$ cat config.mk
export PLATFORM = sky130hd
export DESIGN_NAME = hwmi_halt_wake
export DESIGN_NICKNAME = d
export VERILOG_FILES = /design/src/rtl/hwmi_halt_wake.v
export VERILOG_INCLUDE_DIRS = /design/src /design/src/rtl
export SDC_FILE = /design/constraint.sdc
export NUM_CORES = 1
export LEC_CHECK = 0
export ABC_AREA = 0
export BUFFER_PORTS_ARGS = -buffer_cell sky130_fd_sc_hd__clkbuf_2
export CORE_AREA = 5 5 104 106
export CTS_CLUSTER_SIZE = 16
export DETAILED_ROUTE_END_ITERATION = 12
export DIE_AREA = 0 0 109 111
export PLACE_DENSITY = 0.76
export SLEW_MARGIN = 20
export SYNTH_ARGS = -nofsm -noshare
export SYNTH_HDL_FRONTEND = slang
export SYNTH_SLANG_ARGS = --single-unit
export TNS_END_PERCENT = 10
$ cat constraint.sdc
create_clock -name clk_sys -period 4.22 [get_ports clk_sys]
set_input_delay 0.422 -clock clk_sys [delete_from_list [all_inputs] [get_ports clk_sys]]
set_output_delay 0.422 -clock clk_sys [all_outputs]
set_load 0.005 [all_outputs]
$ cat src/rtl/hwmi_map.vh
/*
  Constant map of the halt wake block: register offsets, field positions,
  reset values and state codes.
  Assumes inclusion by bare name from the design file; definitions only.
*/
`ifndef HWMI_MAP_VH
`define HWMI_MAP_VH

// ==========================================================
// Register byte offsets
`define HWMI_OFS_CTRL      8'h00
`define HWMI_OFS_STBY      8'h04
`define HWMI_OFS_MASK      8'h08
`define HWMI_OFS_PRIO      8'h0C
`define HWMI_OFS_MSEL      8'h10
`define HWMI_OFS_VCE       8'h14
`define HWMI_OFS_STAT      8'h18

// ==========================================================
// Field positions
`define HWMI_CTRL_IE_BIT   0
`define HWMI_CTRL_NEST_BIT 1
`define HWMI_STBY_HALT_BIT 0
`define HWMI_STAT_PEND_BIT 2
`define HWMI_PRIO_LEVEL3   2'h3

// ==========================================================
// Reset values
`define HWMI_RST_CTRL      2'h0
`define HWMI_RST_MASK      8'hFF
`define HWMI_RST_PRIO      16'hFFFF
`define HWMI_RST_MSEL      8'h00
`define HWMI_RST_VCE       8'h00

// ==========================================================
// Sequencer state codes
`define HWMI_ST_RUN        2'h0
`define HWMI_ST_HALT       2'h1
`define HWMI_ST_MSVC       2'h2

// ==========================================================
// AHB-Lite encodings
`define HWMI_HTRANS_NONSEQ 2'h2
`define HWMI_HTRANS_SEQ    2'h3

`endif

$ cat src/rtl/hwmi_halt_wake.v
/*
  Halt wake sequencer for maskable requests and macro service, with an
  AHB-Lite register slave.
  Assumes a CPU core that stops on cpu_clk_en low, takes one-cycle vector
  and resume pulses, and a macro service engine that answers ms_start
  with one ms_done pulse. All inputs are synchronous to clk_sys.
*/
// How it works
// - Only unmasked requests end the halt
// - Enabled and acceptable request vectors to its routine
// - Otherwise resume after the halting write
// - Accept if idle, lower level, or level-3 nesting
// - Equal or higher running: resume, and hold pending only if enabled
// - Pending request taken once acceptance holds
// - Macro service repeats until count end, ignoring enable
// - Count end, vector enable clear: wake normally
// - Count end, vector enable set: halt again
// - Enable and nesting both from the control register
// - Halt entered only by a write to standby with bit 0 set, of any size
`include "hwmi_map.vh"
`timescale 1ns/10ps
`default_nettype none

module hwmi_halt_wake (
  // Clock and reset
  input  wire        clk_sys,
  input  wire        reset_n,
  // AHB-Lite slave
  input  wire        hsel,
  input  wire [31:0] haddr,
  input  wire [1:0]  htrans,
  input  wire        hwrite,
  input  wire [2:0]  hsize,
  input  wire        hready,
  input  wire [31:0] hwdata,
  output wire [31:0] hrdata,
  output wire        hreadyout,
  output wire        hresp,
  // Interrupt sources and CPU status
  input  wire [7:0]  irq_req,
  input  wire        isr_active,
  input  wire [1:0]  isr_prio,
  // Macro service engine
  input  wire        ms_done,
  input  wire        ms_count_end,
  output wire        ms_start,
  output wire [2:0]  ms_src,
  // CPU core control
  output wire        cpu_clk_en,
  output wire        halted,
  output wire        vector_req,
  output wire [2:0]  vector_src,
  output wire        resume_next
);

  // ==========================================================
  // Functions

  // Lowest index wins among simultaneous requests
  function [2:0] first_set;
    input [7:0] vec;
    integer i;
    begin
      first_set = 3'h0;
      for (i = 7; i >= 0; i = i - 1) begin
        if (vec[i]) begin
          first_set = i[2:0];
        end
      end
    end
  endfunction

  // Priority level of one source from the packed level register
  function [1:0] level_of;
    input [15:0] lv;
    input [2:0]  src;
    begin
      level_of = lv[{src, 1'b0} +: 2];
    end
  endfunction

  // Acceptance against the routine now running; lower number is higher
  function can_accept;
    input       act;
    input [1:0] act_lv;
    input [1:0] req_lv;
    input       nest;
    begin
      can_accept = !act || (req_lv < act_lv) ||
                   (!nest && act_lv == `HWMI_PRIO_LEVEL3 &&
                    req_lv == `HWMI_PRIO_LEVEL3);
    end
  endfunction

  // ==========================================================
  // Registers
  reg  [1:0]  ctrl_r;
  reg  [7:0]  mask_r;
  reg  [15:0] prio_r;
  reg  [7:0]  msel_r;
  reg  [7:0]  vce_r;
  reg  [1:0]  state_r;
  reg  [1:0]  state_nxt;
  reg         pend_r;
  reg         pend_nxt;
  reg  [2:0]  pend_src_r;
  reg  [2:0]  pend_src_nxt;
  reg  [2:0]  wake_src_r;
  reg  [2:0]  wake_src_nxt;
  reg         vec_r;
  reg         vec_nxt;
  reg  [2:0]  vec_src_r;
  reg  [2:0]  vec_src_nxt;
  reg         resume_r;
  reg         resume_nxt;
  reg         ms_start_r;
  reg         ms_start_nxt;
  reg  [2:0]  ms_src_r;
  reg  [2:0]  ms_src_nxt;
  reg  [31:0] rdata_r;
  reg         wr_pend_r;
  reg  [7:0]  wr_addr_r;

  // ==========================================================
  // Bus slave
  wire        addr_ph;
  wire        wr_ph;
  wire        halt_cmd;
  wire [7:0]  rd_addr;
  reg  [31:0] rd_mux;

  // Any NONSEQ or SEQ transfer counts; never stalls, always OKAY
  assign addr_ph   = hsel && hready && htrans[1];
  assign hreadyout = 1'b1;
  assign hresp     = 1'b0;
  assign hrdata    = rdata_r;
  assign wr_ph     = wr_pend_r;
  assign rd_addr   = haddr[7:0];

  // Only the low byte of a standby write carries the halt command
  assign halt_cmd = wr_ph && wr_addr_r == `HWMI_OFS_STBY &&
                    hwdata[`HWMI_STBY_HALT_BIT];

  // Read data chosen in the address phase so it comes from a flop
  always @* begin
    rd_mux = 32'h0000_0000;
    if (rd_addr == `HWMI_OFS_CTRL) begin
      rd_mux = {30'h0000_0000, ctrl_r};
    end else if (rd_addr == `HWMI_OFS_MASK) begin
      rd_mux = {24'h00_0000, mask_r};
    end else if (rd_addr == `HWMI_OFS_PRIO) begin
      rd_mux = {16'h0000, prio_r};
    end else if (rd_addr == `HWMI_OFS_MSEL) begin
      rd_mux = {24'h00_0000, msel_r};
    end else if (rd_addr == `HWMI_OFS_VCE) begin
      rd_mux = {24'h00_0000, vce_r};
    end else if (rd_addr == `HWMI_OFS_STAT) begin
      rd_mux = {23'h00_0000, wake_src_r, pend_src_r, pend_r, state_r};
    end else begin
      rd_mux = 32'h0000_0000;
    end
  end

  // Address phase capture and read data register
  always @(posedge clk_sys or negedge reset_n) begin
    if (!reset_n) begin
      wr_pend_r <= 1'b0;
      wr_addr_r <= 8'h00;
      rdata_r   <= 32'h0000_0000;
    end else begin
      wr_pend_r <= addr_ph && hwrite;
      if (addr_ph) begin
        wr_addr_r <= haddr[7:0];
      end
      if (addr_ph && !hwrite) begin
        rdata_r <= rd_mux;
      end
    end
  end

  // Configuration writes land in the data phase
  always @(posedge clk_sys or negedge reset_n) begin
    if (!reset_n) begin
      ctrl_r <= `HWMI_RST_CTRL;
      mask_r <= `HWMI_RST_MASK;
      prio_r <= `HWMI_RST_PRIO;
      msel_r <= `HWMI_RST_MSEL;
      vce_r  <= `HWMI_RST_VCE;
    end else if (wr_ph) begin
      if (wr_addr_r == `HWMI_OFS_CTRL) begin
        ctrl_r <= hwdata[1:0];
      end else if (wr_addr_r == `HWMI_OFS_MASK) begin
        mask_r <= hwdata[7:0];
      end else if (wr_addr_r == `HWMI_OFS_PRIO) begin
        prio_r <= hwdata[15:0];
      end else if (wr_addr_r == `HWMI_OFS_MSEL) begin
        msel_r <= hwdata[7:0];
      end else if (wr_addr_r == `HWMI_OFS_VCE) begin
        vce_r <= hwdata[7:0];
      end
    end
  end

  // ==========================================================
  // Wake decision
  wire        ie_flag;
  wire        nest_sel;
  wire [7:0]  live_req;
  wire        any_req;
  wire [2:0]  req_src;
  wire        req_ok;
  wire        ms_ok;
  wire        pend_ok;

  assign ie_flag  = ctrl_r[`HWMI_CTRL_IE_BIT];
  assign nest_sel = ctrl_r[`HWMI_CTRL_NEST_BIT];

  // Masked sources are invisible to the halt logic
  assign live_req = irq_req & ~mask_r;
  assign any_req  = |live_req;
  assign req_src  = first_set(live_req);
  assign req_ok   = can_accept(isr_active, isr_prio,
                               level_of(prio_r, req_src), nest_sel);
  assign ms_ok    = can_accept(isr_active, isr_prio,
                               level_of(prio_r, ms_src_r), nest_sel);
  assign pend_ok  = can_accept(isr_active, isr_prio,
                               level_of(prio_r, pend_src_r), nest_sel);

  // Sequencer: halt, macro service excursion, and the wake outcome.
  // The wake outcome is the same in both branches, so a macro count end
  // with vce clear behaves exactly like a plain request from the same source.
  always @* begin
    state_nxt    = state_r;
    pend_nxt     = pend_r;
    pend_src_nxt = pend_src_r;
    wake_src_nxt = wake_src_r;
    vec_nxt      = 1'b0;
    vec_src_nxt  = vec_src_r;
    resume_nxt   = 1'b0;
    ms_start_nxt = 1'b0;
    ms_src_nxt   = ms_src_r;
    case (state_r)
      `HWMI_ST_RUN: begin
        if (halt_cmd) begin
          state_nxt = `HWMI_ST_HALT;
        end else if (pend_r && ie_flag && pend_ok) begin
          vec_nxt     = 1'b1;
          vec_src_nxt = pend_src_r;
          pend_nxt    = 1'b0;
        end
      end
      `HWMI_ST_HALT: begin
        if (any_req && msel_r[req_src]) begin
          ms_start_nxt = 1'b1;
          ms_src_nxt   = req_src;
          state_nxt    = `HWMI_ST_MSVC;
        end else if (any_req) begin
          state_nxt    = `HWMI_ST_RUN;
          wake_src_nxt = req_src;
          if (ie_flag && req_ok) begin
            vec_nxt     = 1'b1;
            vec_src_nxt = req_src;
          end else begin
            resume_nxt = 1'b1;
            if (ie_flag) begin
              pend_nxt     = 1'b1;
              pend_src_nxt = req_src;
            end
          end
        end
      end
      `HWMI_ST_MSVC: begin
        if (ms_done && ms_count_end && !vce_r[ms_src_r]) begin
          state_nxt    = `HWMI_ST_RUN;
          wake_src_nxt = ms_src_r;
          if (ie_flag && ms_ok) begin
            vec_nxt     = 1'b1;
            vec_src_nxt = ms_src_r;
          end else begin
            resume_nxt = 1'b1;
            if (ie_flag) begin
              pend_nxt     = 1'b1;
              pend_src_nxt = ms_src_r;
            end
          end
        end else if (ms_done) begin
          state_nxt = `HWMI_ST_HALT;
        end
      end
      default: begin
        state_nxt = `HWMI_ST_RUN;
      end
    endcase
  end

  // Sequencer flops
  always @(posedge clk_sys or negedge reset_n) begin
    if (!reset_n) begin
      state_r    <= `HWMI_ST_RUN;
      pend_r     <= 1'b0;
      pend_src_r <= 3'h0;
      wake_src_r <= 3'h0;
      vec_r      <= 1'b0;
      vec_src_r  <= 3'h0;
      resume_r   <= 1'b0;
      ms_start_r <= 1'b0;
      ms_src_r   <= 3'h0;
    end else begin
      state_r    <= state_nxt;
      pend_r     <= pend_nxt;
      pend_src_r <= pend_src_nxt;
      wake_src_r <= wake_src_nxt;
      vec_r      <= vec_nxt;
      vec_src_r  <= vec_src_nxt;
      resume_r   <= resume_nxt;
      ms_start_r <= ms_start_nxt;
      ms_src_r   <= ms_src_nxt;
    end
  end

  // ==========================================================
  // Core facing outputs
  // Clock runs during the macro excursion; that transfer needs the bus
  assign cpu_clk_en  = (state_r != `HWMI_ST_HALT);
  assign halted      = (state_r != `HWMI_ST_RUN);
  assign vector_req  = vec_r;
  assign vector_src  = vec_src_r;
  assign resume_next = resume_r;
  assign ms_start    = ms_start_r;
  assign ms_src      = ms_src_r;

endmodule // hwmi_halt_wake

`default_nettype wire

# [After elaboration in Yosys (flattened, before gate mapping)]
# Index checks and enable logic that the tools add are counted.
# W data, S select, Z words.
[op_classes] n_reduce_logical=45 bitwise=6 n_lt_le_gt_ge=5 n_mux=69 n_eq_ne=31 n_shift=3
[op_table] cell="$mux W3" n=25
[op_table] cell="$mux W32" n=2
[op_table] cell="$shiftx A16 B5 Y2" n=3
[op_table] cell="$eq A8 B5 Y1 const B" n=5
[op_table] cell="$eq A8 B4 Y1 const B" n=4
[op_table] cell="$mux W9" n=3
[op_table] cell="$mux W1" n=24
[op_table] cell="$ne A2 B2 Y1 const B" n=12
[op_table] cell="$reduce_and A8 Y1" n=3
[op_table] cell="$logic_and A1 B1 Y1" n=17
[op_table] cell="$logic_not A8 Y1" n=2
[op_table] cell="$mux W16" n=1
[op_table] cell="$pmux W3 S2" n=2
[op_table] cell="$eq A2 B2 Y1 const B" n=5
[op_table] cell="$mux W2" n=5
[op_table] cell="$pmux W3 S3" n=1
[op_table] cell="$and A8 B8 Y8" n=1
[op_table] cell="$eq A8 B3 Y1 const B" n=1
[op_table] cell="$lt A3 B4 Y1 const B" n=2
[op_table] cell="$not A8 Y8" n=1
[op_table] cell="$reduce_and A4 Y1" n=2
[op_table] cell="$reduce_or A8 Y1" n=1
[op_table] cell="$bmux W1 S3" n=2
[op_table] cell="$logic_or A1 B1 Y1" n=6
[op_table] cell="other kinds (16)" n=29
[totals] word_cells=176 in_bits=87 register_bits=101 out_inout_bits=45

# [Logic depth before layout (Yosys ltp)]
# Gate-level depths: netlist of the first run.
[logic_depth] word_depth=19 depth_mapped=12 depth_no_buf=12

# [Least setup slack after synthesis of the first run]
# OpenSTA, ideal clock, no wires.
[synth_path] kind="reg-to-reg" start="register mask_r[4]" end="register pend_src_r[0]" path_buffers=0 required_time_ns=4.092 setup_time_ns=0.128 synth_period_minus_slack_ns=3.144 t_arrival_ns=3.017 path_slack_ns=1.076 path_stages_with_launch=12 path_cell_list="dfstp_2 -> and2b_1 -> nor4_4 -> a21oi_2 -> o21ai_0 -> a2111oi_4 -> ha_1 -> o21ai_0 -> a32o_1 -> a41oi_2 -> o21ai_2 -> mux2_1"
[synth_between] elab_chain_len=14 elab_cells_between_ends=27 cone_classes="order compare (1); eq/ne (4); shift (1); mux (12); bitwise (2); reduce/logical (7)"
[synth_lines] element="start: declaration" line_no="hwmi_halt_wake.v:98" text="reg [7:0] mask_r;"
[synth_lines] element="start signal: assignment" line_no="hwmi_halt_wake.v:185" text="mask_r <= `HWMI_RST_MASK;"
[synth_lines] element="start signal: assignment" line_no="hwmi_halt_wake.v:193" text="mask_r <= hwdata[7:0];"
[synth_lines] element="$not A8 Y8 *" line_no="hwmi_halt_wake.v:219" text="assign live_req = irq_req & ~mask_r;"
[synth_lines] element="$and A8 B8 Y8 *" line_no="hwmi_halt_wake.v:219"
[synth_lines] element="$mux W3 (5 in series)" line_no="hwmi_halt_wake.v:66" text="if (vec[i]) begin"
[synth_lines] element="$shiftx A16 B5 Y2" line_no="hwmi_halt_wake.v:78" text="level_of = lv[{src, 1'b0} +: 2];"
[synth_lines] element="$lt A2 B2 Y1 / $eq A2 B2 Y1 (equally long branches)"
[synth_lines] element="$logic_or A1 B1 Y1 / $logic_and A1 B1 Y1 (equally long branches)"
[synth_lines] element="$logic_or A1 B1 Y1" line_no="hwmi_halt_wake.v:89" text="can_accept = !act || (req_lv < act_lv) ||"
[synth_lines] element="$logic_and A1 B1 Y1" line_no="hwmi_halt_wake.v:260" text="if (ie_flag && req_ok) begin"
[synth_lines] element="$ne A2 B2 Y1 (no source line)"
[synth_lines] element="$reduce_and A8 Y1 (no source line)"
[synth_lines] element="end signal: assignment" line_no="hwmi_halt_wake.v:311" text="pend_src_r <= pend_src_nxt;"
[synth_lines] element="end: declaration" line_no="hwmi_halt_wake.v:106" text="reg [2:0] pend_src_r;"
# Every way passes the cells marked *; elsewhere a longest branch is shown, timed or not. The select of a mux whose other input is x is not followed.
# A chain may end at the register's enable or synchronous reset.

# [Worst setup path in the final report of the first run]
[layout_path] start="register mask_r[0]" end="register pend_src_r[0]"
[layout_between] elab_chain_len=10 elab_cells_between_ends=23 cone_classes="order compare (1); eq/ne (4); shift (1); mux (8); bitwise (2); reduce/logical (7)"
[layout_lines] element="$not A8 Y8 *" line_no="hwmi_halt_wake.v:219"
[layout_lines] element="$and A8 B8 Y8 *" line_no="hwmi_halt_wake.v:219"
[layout_lines] element="$mux W3" line_no="hwmi_halt_wake.v:66"
[layout_lines] element="$shiftx A16 B5 Y2" line_no="hwmi_halt_wake.v:78"
[layout_lines] element="$lt A2 B2 Y1 / $eq A2 B2 Y1 (equally long branches)"
[layout_lines] element="$logic_or A1 B1 Y1 / $logic_and A1 B1 Y1 (equally long branches)"
[layout_lines] element="$logic_or A1 B1 Y1" line_no="hwmi_halt_wake.v:89"
[layout_lines] element="$logic_and A1 B1 Y1" line_no="hwmi_halt_wake.v:260"
[layout_lines] element="$ne A2 B2 Y1 (no source line)"
[layout_lines] element="$reduce_and A8 Y1 (no source line)"
# Marks and branches as above.

==> results of run 1 <==
[synthesized netlist by cell type, types with 4 or more instances]
cell | n | area share
sky130_fd_sc_hd__a21oi_1 | 21 | 0.020
sky130_fd_sc_hd__dfstp_2 | 24 | 0.12
sky130_fd_sc_hd__nand2_1 | 42 | 0.030
sky130_fd_sc_hd__a222oi_1 | 8 | 0.015
sky130_fd_sc_hd__nor2b_1 | 7 | 0.0084
sky130_fd_sc_hd__mux4_2 | 8 | 0.035
sky130_fd_sc_hd__ha_1 | 8 | 0.019
sky130_fd_sc_hd__mux2_2 | 57 | 0.12
sky130_fd_sc_hd__a21oi_2 | 4 | 0.0068
sky130_fd_sc_hd__inv_1 | 11 | 0.0080
sky130_fd_sc_hd__a211oi_1 | 8 | 0.012
sky130_fd_sc_hd__nor3_1 | 7 | 0.0068
sky130_fd_sc_hd__mux2i_1 | 7 | 0.014
sky130_fd_sc_hd__o31ai_1 | 10 | 0.014
sky130_fd_sc_hd__o21ai_0 | 19 | 0.018
sky130_fd_sc_hd__buf_4 | 19 | 0.028
sky130_fd_sc_hd__nor2_1 | 32 | 0.023
sky130_fd_sc_hd__clkbuf_1 | 10 | 0.0072
sky130_fd_sc_hd__dfrtp_1 | 61 | 0.29
sky130_fd_sc_hd__mux2_1 | 6 | 0.013
sky130_fd_sc_hd__nand3_1 | 10 | 0.0097
sky130_fd_sc_hd__nand2b_1 | 7 | 0.0084
sky130_fd_sc_hd__a31oi_1 | 5 | 0.0060
[logic make-up (layout without fill, tap and decap cells)]
kind of cell	count (synthesis)	after routing	synth area share
compound gates	110	110	0.1615
fa+ha+maj	8	8	0.01931
buf+inv	49	97	0.06107
flops	85	85	0.4161
mux	82	82	0.2032
other cells	2	18	0.001449
simple gates	134	134	0.1373
[cell type report]
| class | count | area (um2) |
|---|---|---|
| Sequential cell | 85 | 2157 |
| Multi-Input combinational cell | 352 | 2770 |
| Fill cell | 821 | 3975 |
| Clock inverter | 6 | 77.57 |
| Timing Repair Buffer | 70 | 359.1 |
| Inverter | 11 | 41.29 |
| Tap cell | 133 | 166.4 |
| Clock buffer | 10 | 137.6 |
[worst max-delay path: cells and delay by family (launching register included)]
family | cells | cell delay [ps]
DFF | 1 | 560
muxes | 1 | 350
adders and majority gates | 1 | 310
and+or+nand+nor | 2 | 410
AOI/OAI and AO/OA | 7 | 1890
[path summary, 6_finish.rpt]
kind                                      end  slack, ps  cells after the start
worst max-delay path            pend_src_r[0]        570                     11
worst min-delay path               hrdata[10]        110                      1
worst max register to register  pend_src_r[0]        570                     11
worst min register to register      hrdata[6]        490                      2
max in group asynchronous        wr_addr_r[4]       3600                      1
min in group clk_sys                wr_pend_r        280                      3
[per-stage QoR]
stage | utilization | instances | instance area (um2) | power, W
finish | 0.5895 | 667 | 5709 | 0.002437
global route | 0.5895 | 667 | 5709 | 0.002575
CTS | 0.5891 | 667 | 5705 | 0.002444
detailed placement | 0.5669 | 651 | 5490 | 0.001820
global placement | 0.5669 | 651 | 5490 | 0.001791
floorplan | - | 486 | 5244 | 0.001628
[state kept, by name, summed over array words and instances, names as in the netlist]
| signal | cells |
|---|---|
| hrdata | 16 |
| prio_r | 16 |
| mask_r | 8 |
| msel_r | 8 |
| vce_r | 8 |
| wr_addr_r | 8 |
| ms_src | 3 |
| pend_src_r | 3 |
| vector_src | 3 |
| wake_src_r | 3 |
| ctrl_r | 2 |
| state_r | 2 |
| ms_start | 1 |
| pend_r | 1 |
| resume_next | 1 |
| vector_req | 1 |
| wr_pend_r | 1 |
[power by group through the flow]
stage | clock (W) | sequential (W) | combinational [W]
floorplan | 0 | 0.000997 | 0.000630
global route | 0.000676 | 0.00109 | 0.000813
global placement | 0 | 0.00107 | 0.000716
CTS | 0.000638 | 0.00107 | 0.000741
finish | 0.000630 | 0.00107 | 0.000738
detailed placement | 0 | 0.00108 | 0.000738
[layer usage]
metal  up-vias  routed length [um]
met3        21                1229
met1      2022                5317
met2       219                6482
met5         -                   0
met4         0                 210
li1       1844                   -
==> results.toml, run 1 <==
[timing]
grt_setup_unrepaired = "no"
timing.max_slew.rel_slack = 0.2401
slew_viol_final = 0
max_freq_mhz = 274.3
min_period_over_period = 0.8639
worst_pin_slew_ps = 1137
hold_ws_ps = 113.7
setup_tns_ps = 0
timing.final.crit_period_ps = 3646
timing_hold_violations_final = 0
timing.final.setup_violations = 0
skew_ps = 13.58
setup_ws_ps = 574.3

[pwr]
power_frac_clock = 0.259
power.switching_w = 0.0008598
p_leak_nw = 2.458
power_per_standard_cell_area_mw_per_mm2 = 426.8
share_comb_of_total_power = 0.303
switching_share = 0.3529
share_seq_of_total_power = 0.439
ir_drop_mv = 0.2117
cellInternalPower_w = 0.001577

[grt]
initial_antenna_violation_count = 0
grt-ovfl-total = 0
grt_pass1_wl_mm = 21.27
top_usage_layer = "met2"
grt_pass1_vias = 4080
largest_net_degree_at_the_start_of_global_routing = 86
gr-usage-met3 = 0.05067
grtUsageMet1 = 0.3049
gr_usage_total = 0.2248
globalRouteMet2Util = 0.3608

[yosys]
yosys_most_used_dff = "sky130_fd_sc_hd__dfrtp_1"
ys_ff_latch = 85
yosysUniqueCellTypes = 75
postSynthCellCount = 470
postSynth.asyncResetShare = 1.000
synth.yosys.warnings = 0
seq_area_frac_synth = 0.4161
post_synth_edffs = 0
syn-cell-area_mm2 = 0.005184
synth_area_per_cell_um2 = 11.03

[min_path]
hold_path_class = "in2async"

[clocking]
hold_buffers = 0
cts_resized = 0
cts-root-buf = "sky130_fd_sc_hd__clkbuf_8"
clkSinkCount = 85
htree_levels = 3
clock_tree.buffer_depth = 2
post-cts-setup-buffers = 0
numCtsBuffers = 9
worst_setup_hold_path_clk_slew_ps = 100
clk_lat_worst_skew_ps = 360
clock_tree_from_tritoncts = "done"

[worst_setup_path]
cpPeakStageDelay_ps = 560
critical_path_arrival_ps = 3880
crit_path_frequent_cell = "sky130_fd_sc_hd__o21ai_0"
critPathLaunch = "mask_r[0]"
r2r-start = "mask_r[0]"
slowest_cp_cell = "sky130_fd_sc_hd__dfstp_2"
path_cells = "nand2b_1 > nand2_2 > a21oi_2 > o21ai_0 > a2111oi_4 > ha_1 > o21ai_0 > a32o_1 > a41oi_2 > o21ai_2 > mux2_1"
worstPathMaxFanout = 9
cp-start-kind = "flop"
worst_setup_path_end_kind = "flop"
critical_path_required_time_ps = 4450
critPathKind = "reg2reg"

[routing]
drt_iter0_markers = 245
number_of_vias_per_cell_after_detailed_routing = 6.156
drcViolationCount = 0
via_count = 4106
post_drt_wl_per_cell_um = 19.85
routed_wirelength_mm = 13.24
firstDrtPassIters = 5
antenna_left = 0

[floorplanning]
floorplan.io_pins = 132
start_util = 0.5353
floorplan.die.height_um = 111
fp.dieW_um = 109
die_area_mm2 = 0.01210
standard_cell_row_count = 36
core-area_mm2 = 0.009684

[placed_design]
port_buffers = 69
gp_congestion = 0.9001
dpl.hpwl_mm = 9.956
dp_slack_ps = 642.2

[finish]
final_net_count = 624
layout.cells.most_common_list = "sky130_fd_sc_hd__clkbuf_2, sky130_fd_sc_hd__dfrtp_1, sky130_fd_sc_hd__mux2_2"
flow.area_growth_from_synthesis_pct = 10.14
fraction_of_final_layout_cells_with_drive_strength_greater_than_1 = 0.3783
antenna-diode-count = 0
layout_commonest_cell = "sky130_fd_sc_hd__clkbuf_2"

[job]
drv_cap = 0

[run_status]
run_status = "finished, final reports clean"
Power figures use the tool's default switching activity.
==> run 2, diff against run 1 <==
- RECOVER_POWER: unset -> 100
- clock period: 4.22 -> 3.58 ns (I/O delays scaled with it)
==> run 2 against run 1 <==
  * Sequential cell count is the same
  * Routed wire length grew 1.0%
  * Highest routed layer unchanged
  * Critical path type unchanged
  * First-iteration DRC count is the same
  * The run now ends with capacitance limit, slew limit left
==> results.toml, run 2 (synthesis results as in run 1) <==
[run_status]
run_status = "complete, but fails checks"
failing_checks = "capacitance limit, slew limit"

[timing]
timing.final.setup_violations = 0
timing.final.crit_period_ps = 3404
min_period_over_period = 0.9509
setup_tns_ps = 0
timing_hold_violations_final = 0
max_freq_mhz = 293.8
skew_ps = 13.43
timing.max_slew.rel_slack = -0.3935
grt_setup_unrepaired = "no"
worst_pin_slew_ps = 2090
hold_ws_ps = 210.3
slew_viol_final = 86

[pwr]
p_leak_nw = 2.411
power_per_standard_cell_area_mw_per_mm2 = 488.3
ir_drop_mv = 0.2264

[clocking]
numCtsBuffers = 9
htree_levels = 3
post-cts-setup-buffers = 0
clock_tree_from_tritoncts = "done"
worst_setup_hold_path_clk_slew_ps = 100
cts-root-buf = "sky130_fd_sc_hd__clkbuf_8"
clk_lat_worst_skew_ps = 370
hold_buffers = 0
cts_resized = 0
clock_tree.buffer_depth = 2
clkSinkCount = 85

[worst_setup_path]
r2r-start = "mask_r[0]"
cp-start-kind = "flop"
worst_setup_path_end_kind = "flop"
critical_path_arrival_ps = 3650
worstPathMaxFanout = 5
critical_path_required_time_ps = 3820
critPathKind = "reg2reg"
critPathLaunch = "mask_r[0]"

[min_path]
worst_hold_startpoint = "hwrite"
hold_path_class = "in2reg"

[placed_design]
dpl.hpwl_mm = 10.19
port_buffers = 69
gp_congestion = 0.9493

[floorplanning]
core-area_mm2 = 0.009684
start_util = 0.5353
standard_cell_row_count = 36
floorplan.io_pins = 132
die_area_mm2 = 0.01210
floorplan.die.height_um = 111
fp.dieW_um = 109

[grt]
grt_pass1_vias = 4082
gr_usage_total = 0.2319
grt_pass1_wl_mm = 21.91
grt-ovfl-total = 0
largest_net_degree_at_the_start_of_global_routing = 86
initial_antenna_violation_count = 0

[finish]
flow.area_growth_from_synthesis_pct = 9.269
num-fill-cells = 856
fraction_of_final_layout_cells_with_drive_strength_greater_than_1 = 0.3413
layout_commonest_cell = "sky130_fd_sc_hd__dfrtp_1"
area_of_combinational_cells_with_multiple_inputs_mm2 = 0.002748
layout.cells.most_common_list = "sky130_fd_sc_hd__dfrtp_1, sky130_fd_sc_hd__clkbuf_2, sky130_fd_sc_hd__mux2_2"
final-seq-area_mm2 = 0.002157
antenna-diode-count = 0
final_net_count = 632

[routing]
via_count = 4038
number_of_vias_per_cell_after_detailed_routing = 5.982
drt_iter0_markers = 245
firstDrtPassIters = 6
post_drt_wl_per_cell_um = 19.81
antenna_left = 0
drcViolationCount = 0
routed_wirelength_mm = 13.37

[job]
drv_cap = 1
-- run 2: cell count changes in the layout (fill, tap and decap cells not counted), sizes merged --
| cell | change |
|---|---|
| inv | -1 |
| bufinv | -1 |
| buf | +1 |
| clkbuf | +8 |
| clkinv | +1 |
-- run 2: stage by stage --
step                      setup WS (ps)  total power [W]  area, um2  utilization  std cells
after detailed placement          168.4         0.002158       5550       0.5731        659
after global routing              28.17         0.002930       5664       0.5849        675
after CTS                         156.1         0.002794       5727       0.5913        675
after global placement            256.5         0.002129       5550       0.5731        659
after floorplan                   435.8         0.001919       5244            -        486
final                             175.9         0.002766       5664       0.5849        675
-- run 2: worst paths after layout --
kind	to	slack [ps]	depth (start not counted)
setup / recovery	pend_src_r[2]	180	12
hold / removal	wr_pend_r	210	3
setup reg to reg	pend_src_r[2]	180	12
hold reg to reg	hrdata[6]	480	2
max in group asynchronous	msel_r[0]	1750	1
min in group asynchronous	hrdata[5]	590	1
-- run 2: critical path, stage by stage, from the launching register on --
cell and delay (ps):
sky130_fd_sc_hd__dfstp_2 550, sky130_fd_sc_hd__nand2b_1 210, sky130_fd_sc_hd__nand2_1 170, sky130_fd_sc_hd__a21oi_2 200, sky130_fd_sc_hd__o21ai_0 160, sky130_fd_sc_hd__a2111oi_4 540
sky130_fd_sc_hd__ha_1 260, sky130_fd_sc_hd__nor2b_1 80, sky130_fd_sc_hd__and2_0 150, sky130_fd_sc_hd__a32o_1 270, sky130_fd_sc_hd__a41oi_2 260, sky130_fd_sc_hd__o21ai_2 120
sky130_fd_sc_hd__mux2_1 310
-- run 2: layout make-up --
class                      count  share of cell area
multi-input combinational    352              0.4851
sequential                    85              0.3808
timing repair buffer          78             0.06627
tap                          133             0.02938
clock buffer                  11             0.02496
inverter                      11            0.007290
clock inverter                 5            0.006185
-- run 2: per-layer routing --
layer | GRT usage | part of all wire | vias up | wire length [um]
met5 | 0 | 0 | - | 0
met4 | 0.06566 | 0.020 | 0 | 269
met3 | 0.05824 | 0.085 | 26 | 1137
met2 | 0.3518 | 0.47 | 176 | 6229
met1 | 0.3284 | 0.43 | 1984 | 5736
li1 | - | - | 1852 | -
-- run 2: report_power, final --
group / internal (W) / switching [W]
clock: 0.000275 / 0.000373
sequential: 0.00109 / 0.000159
combinational: 0.000415 / 0.000459
total: 0.00177 / 0.000991
==> run 3, diff against run 2 <==
- ABC_AREA: 0 -> 1
- CORE_AREA: 5 5 104 106 -> 5 5 103 105
- DIE_AREA: 0 0 109 111 -> 0 0 108 110
- PLACE_DENSITY: 0.76 -> 0.75
==> run 3 against run 2 <==
  * Clock-buffer cell count unchanged
  * Die area decreased by 1.8%
  * Via count rose by 14%
  * Fmax grew 12%
  * The flow still finishes with violations (capacitance limit, slew limit)
  * Utilization down 0.86 points
  * Non-clock buffer count fell by 2
  * Worst hold slack better by 13 ps
  * Combinational power up 19%
  * Register-to-register slack improved by 350 ps
==> results.toml, run 3 <==
[run_status]
run_status = "complete, but fails checks"
failing_checks = "capacitance limit, slew limit"

[finish]
final-seq-area_mm2 = 0.002157
flow.area_growth_from_synthesis_pct = 11.12
antenna-diode-count = 0
area_of_combinational_cells_with_multiple_inputs_mm2 = 0.002281
num-fill-cells = 948
final_design_area_no_fill_mm2 = 0.005503
layout_commonest_cell = "sky130_fd_sc_hd__nand2_1"
fraction_of_final_layout_cells_with_drive_strength_greater_than_1 = 0.1804
finalNonFillerCells = 848
final_net_count = 805
layout.cells.most_common_list = "sky130_fd_sc_hd__nand2_1, sky130_fd_sc_hd__inv_1, sky130_fd_sc_hd__dfrtp_1"

[worst_setup_path]
critical_path_required_time_ps = 3880
critPathKind = "reg2reg"
cp-start-kind = "flop"
critical_path_arrival_ps = 3360
slowest_cp_cell = "sky130_fd_sc_hd__dfstp_2"
worstPathMaxFanout = 10
r2r.worst_path.cells = 16
cpPeakStageDelay_ps = 560
r2r-start = "mask_r[0]"
path_cells = "inv_2 > nand2_1 > nand2_1 > a21oi_2 > inv_1 > nand3_1 > nand3_1 > nand2_1 > ha_1 > nand2_1 > nand2_1 > nand2_2 > nand3_2 > nand2_1 > nand2_1 > nand2_1"
crit_path_frequent_cell = "sky130_fd_sc_hd__nand2_1"
worst_setup_path_end_kind = "flop"
critPathLaunch = "mask_r[0]"

[pwr]
ir_drop_mv = 0.2187
power_per_standard_cell_area_mw_per_mm2 = 546.9
switching_share = 0.4045
share_comb_of_total_power = 0.347
cellInternalPower_w = 0.001792
power.switching_w = 0.001217
power_frac_clock = 0.220
p_leak_nw = 2.927
power_consumption_w = 0.003009
share_seq_of_total_power = 0.433

[routing]
via_count = 4595
antenna_left = 0
firstDrtPassIters = 5
routed_wirelength_mm = 13.67
drcViolationCount = 0
drt_iter0_markers = 274
number_of_vias_per_cell_after_detailed_routing = 5.419
post_drt_wl_per_cell_um = 16.11

[yosys]
postSynth.asyncResetShare = 1.000
yosysUniqueCellTypes = 42
dominant_combinational_cell_family_by_area_after_synthesis = "simple AND/OR/NAND/NOR gates"
synth_top_cells_by_area = "sky130_fd_sc_hd__dfrtp_1, sky130_fd_sc_hd__dfstp_2, sky130_fd_sc_hd__nand2_1"
yosys_most_used_dff = "sky130_fd_sc_hd__dfrtp_1"
ys_ff_latch = 85
synth_area_per_cell_um2 = 7.714
seq_area_frac_synth = 0.4356
synthesized_area_fraction_occupied_by_and_or_nand_nor_cells = 0.2372
synthAdderAreaFrac = 0.02021
synthDominantCellAreaShare = 0.3082
postSynthCellCount = 642
synth-compound-area-share = 0.1561
multiplexer_share_of_the_synthesized_area = 0.03638
post_synth_edffs = 0
syn-cell-area_mm2 = 0.004952
synth.most_common_cell = "sky130_fd_sc_hd__nand2_1"
cell_type_contributing_the_most_total_cell_area_after_synthesis = "sky130_fd_sc_hd__dfrtp_1"
post_synth_most_frequent_cells = "sky130_fd_sc_hd__nand2_1, sky130_fd_sc_hd__inv_1, sky130_fd_sc_hd__dfrtp_1"
synth.yosys.warnings = 0
yosys.area_share.xor_xnor = 0

[timing]
max_freq_mhz = 327.7
timing.final.setup_violations = 0
slew_viol_final = 86
worst_pin_slew_ps = 2095
timing.max_slew.rel_slack = -0.3965
setup_tns_ps = 0
timing.final.crit_period_ps = 3051
skew_ps = 18.11
grt_setup_unrepaired = "no"
setup_ws_ps = 528.7
timing_hold_violations_final = 0
min_period_over_period = 0.8523

[placed_design]
port_buffers = 69
placedInstanceArea_mm2 = 0.005365
dpl.hpwl_mm = 10.37
dp_slack_ps = 862.7
cell_count_post_placement = 832
gp_congestion = 0.9305

[floorplanning]
core-area_mm2 = 0.009549
fp.dieW_um = 108
floorplan.io_pins = 132
die_area_mm2 = 0.01188
standard_cell_row_count = 36
start_util = 0.5186
floorplan.die.height_um = 110

[min_path]
hold_depth = 2
hold_path_class = "in2reg"
worst_hold_startpoint = "hwdata[14]"

[clocking]
numCtsBuffers = 9
clkSinkCount = 85
clock_tree_from_tritoncts = "done"
cts-root-buf = "sky130_fd_sc_hd__clkbuf_8"
worst_setup_hold_path_clk_slew_ps = 100
htree_levels = 3
cts_resized = 0
hold_buffers = 0
clock_tree.buffer_depth = 2
post-cts-setup-buffers = 0
clk_lat_worst_skew_ps = 370

[grt]
gr_usage_total = 0.2394
grt_pass1_vias = 4513
initial_antenna_violation_count = 0
grt_pass1_wl_mm = 21.90
largest_net_degree_at_the_start_of_global_routing = 86
grt-ovfl-total = 0

[job]
drv_cap = 1
run 3: cell types whose count changed after synthesis, sizes merged, moves of 7 or more:
cell / previous run / this run
nand2: 43 / 158
inv: 11 / 91
mux2: 64 / 16
o21ai: 21 / 67
nand3: 12 / 50
nor2: 32 / 46
mux4: 11 / 0
nor2b: 10 / 0
a222oi: 8 / 0
nand2b: 8 / 0
a21oi: 25 / 32
mux2i: 7 / 0
run 3: worst max-delay path: cells and delay by family (launching register included):
family / cells / cell delay [ps]
compound gates: 1 / 380
buf+inv: 2 / 350
simple gates: 12 / 1460
fa+ha+maj: 1 / 240
flops: 1 / 560
run 3: kinds of logic (layout without fill, tap and decap cells):
| group | Yosys count | in the layout |
|---|---|---|
| AOI/OAI and AO/OA | 135 | 135 |
| other | 2 | 18 |
| muxes | 16 | 16 |
| and+or+nand+nor | 269 | 269 |
| adders and majority gates | 8 | 8 |
| DFF | 85 | 85 |
| buffers and inverters | 127 | 184 |
run 3: worst paths after layout:
path                                 end  slack, ps
min in group asynchronous       vce_r[2]        580
max in group asynchronous   wr_addr_r[4]       1760
setup / recovery           pend_src_r[0]        530
setup reg to reg           pend_src_r[0]        530
hold / removal                prio_r[14]        220
hold reg to reg            vector_src[0]        480
run 3: per-layer routing:
| layer | part of all wire | global-route usage | up-vias |
|---|---|---|---|
| li1 | - | - | 2211 |
| met1 | 0.42 | 0.3166 | 2168 |
| met2 | 0.48 | 0.3921 | 176 |
| met3 | 0.063 | 0.02912 | 40 |
| met4 | 0.034 | 0.1181 | 0 |
| met5 | 0 | 0 | - |
run 3: area by class of cell:
cell class | count | share of cell area
Multi-Input combinational cell | 446 | 0.4145
Sequential cell | 85 | 0.3920
Timing Repair Buffer | 76 | 0.06571
Inverter | 92 | 0.06276
Tap cell | 133 | 0.03024
Clock buffer | 11 | 0.02774
Clock inverter | 5 | 0.007049
run 3: stage by stage:
stage	hold slack, ps	util
after floorplan	62.41	-
after global routing	220.1	0.5763
final	223.6	0.5763
after global placement	455.5	0.5618
after detailed placement	460.1	0.5618
after CTS	209.2	0.5819
run 3: power by group through the flow:
stage	Sequential [W]	Combinational [W]	Clock, W
final	0.00130	0.00104	0.000662
after floorplan	0.00121	0.000833	0
after detailed placement	0.00131	0.00106	0
after global routing	0.00132	0.00119	0.000716
after global placement	0.00130	0.00102	0
after CTS	0.00130	0.00106	0.000679
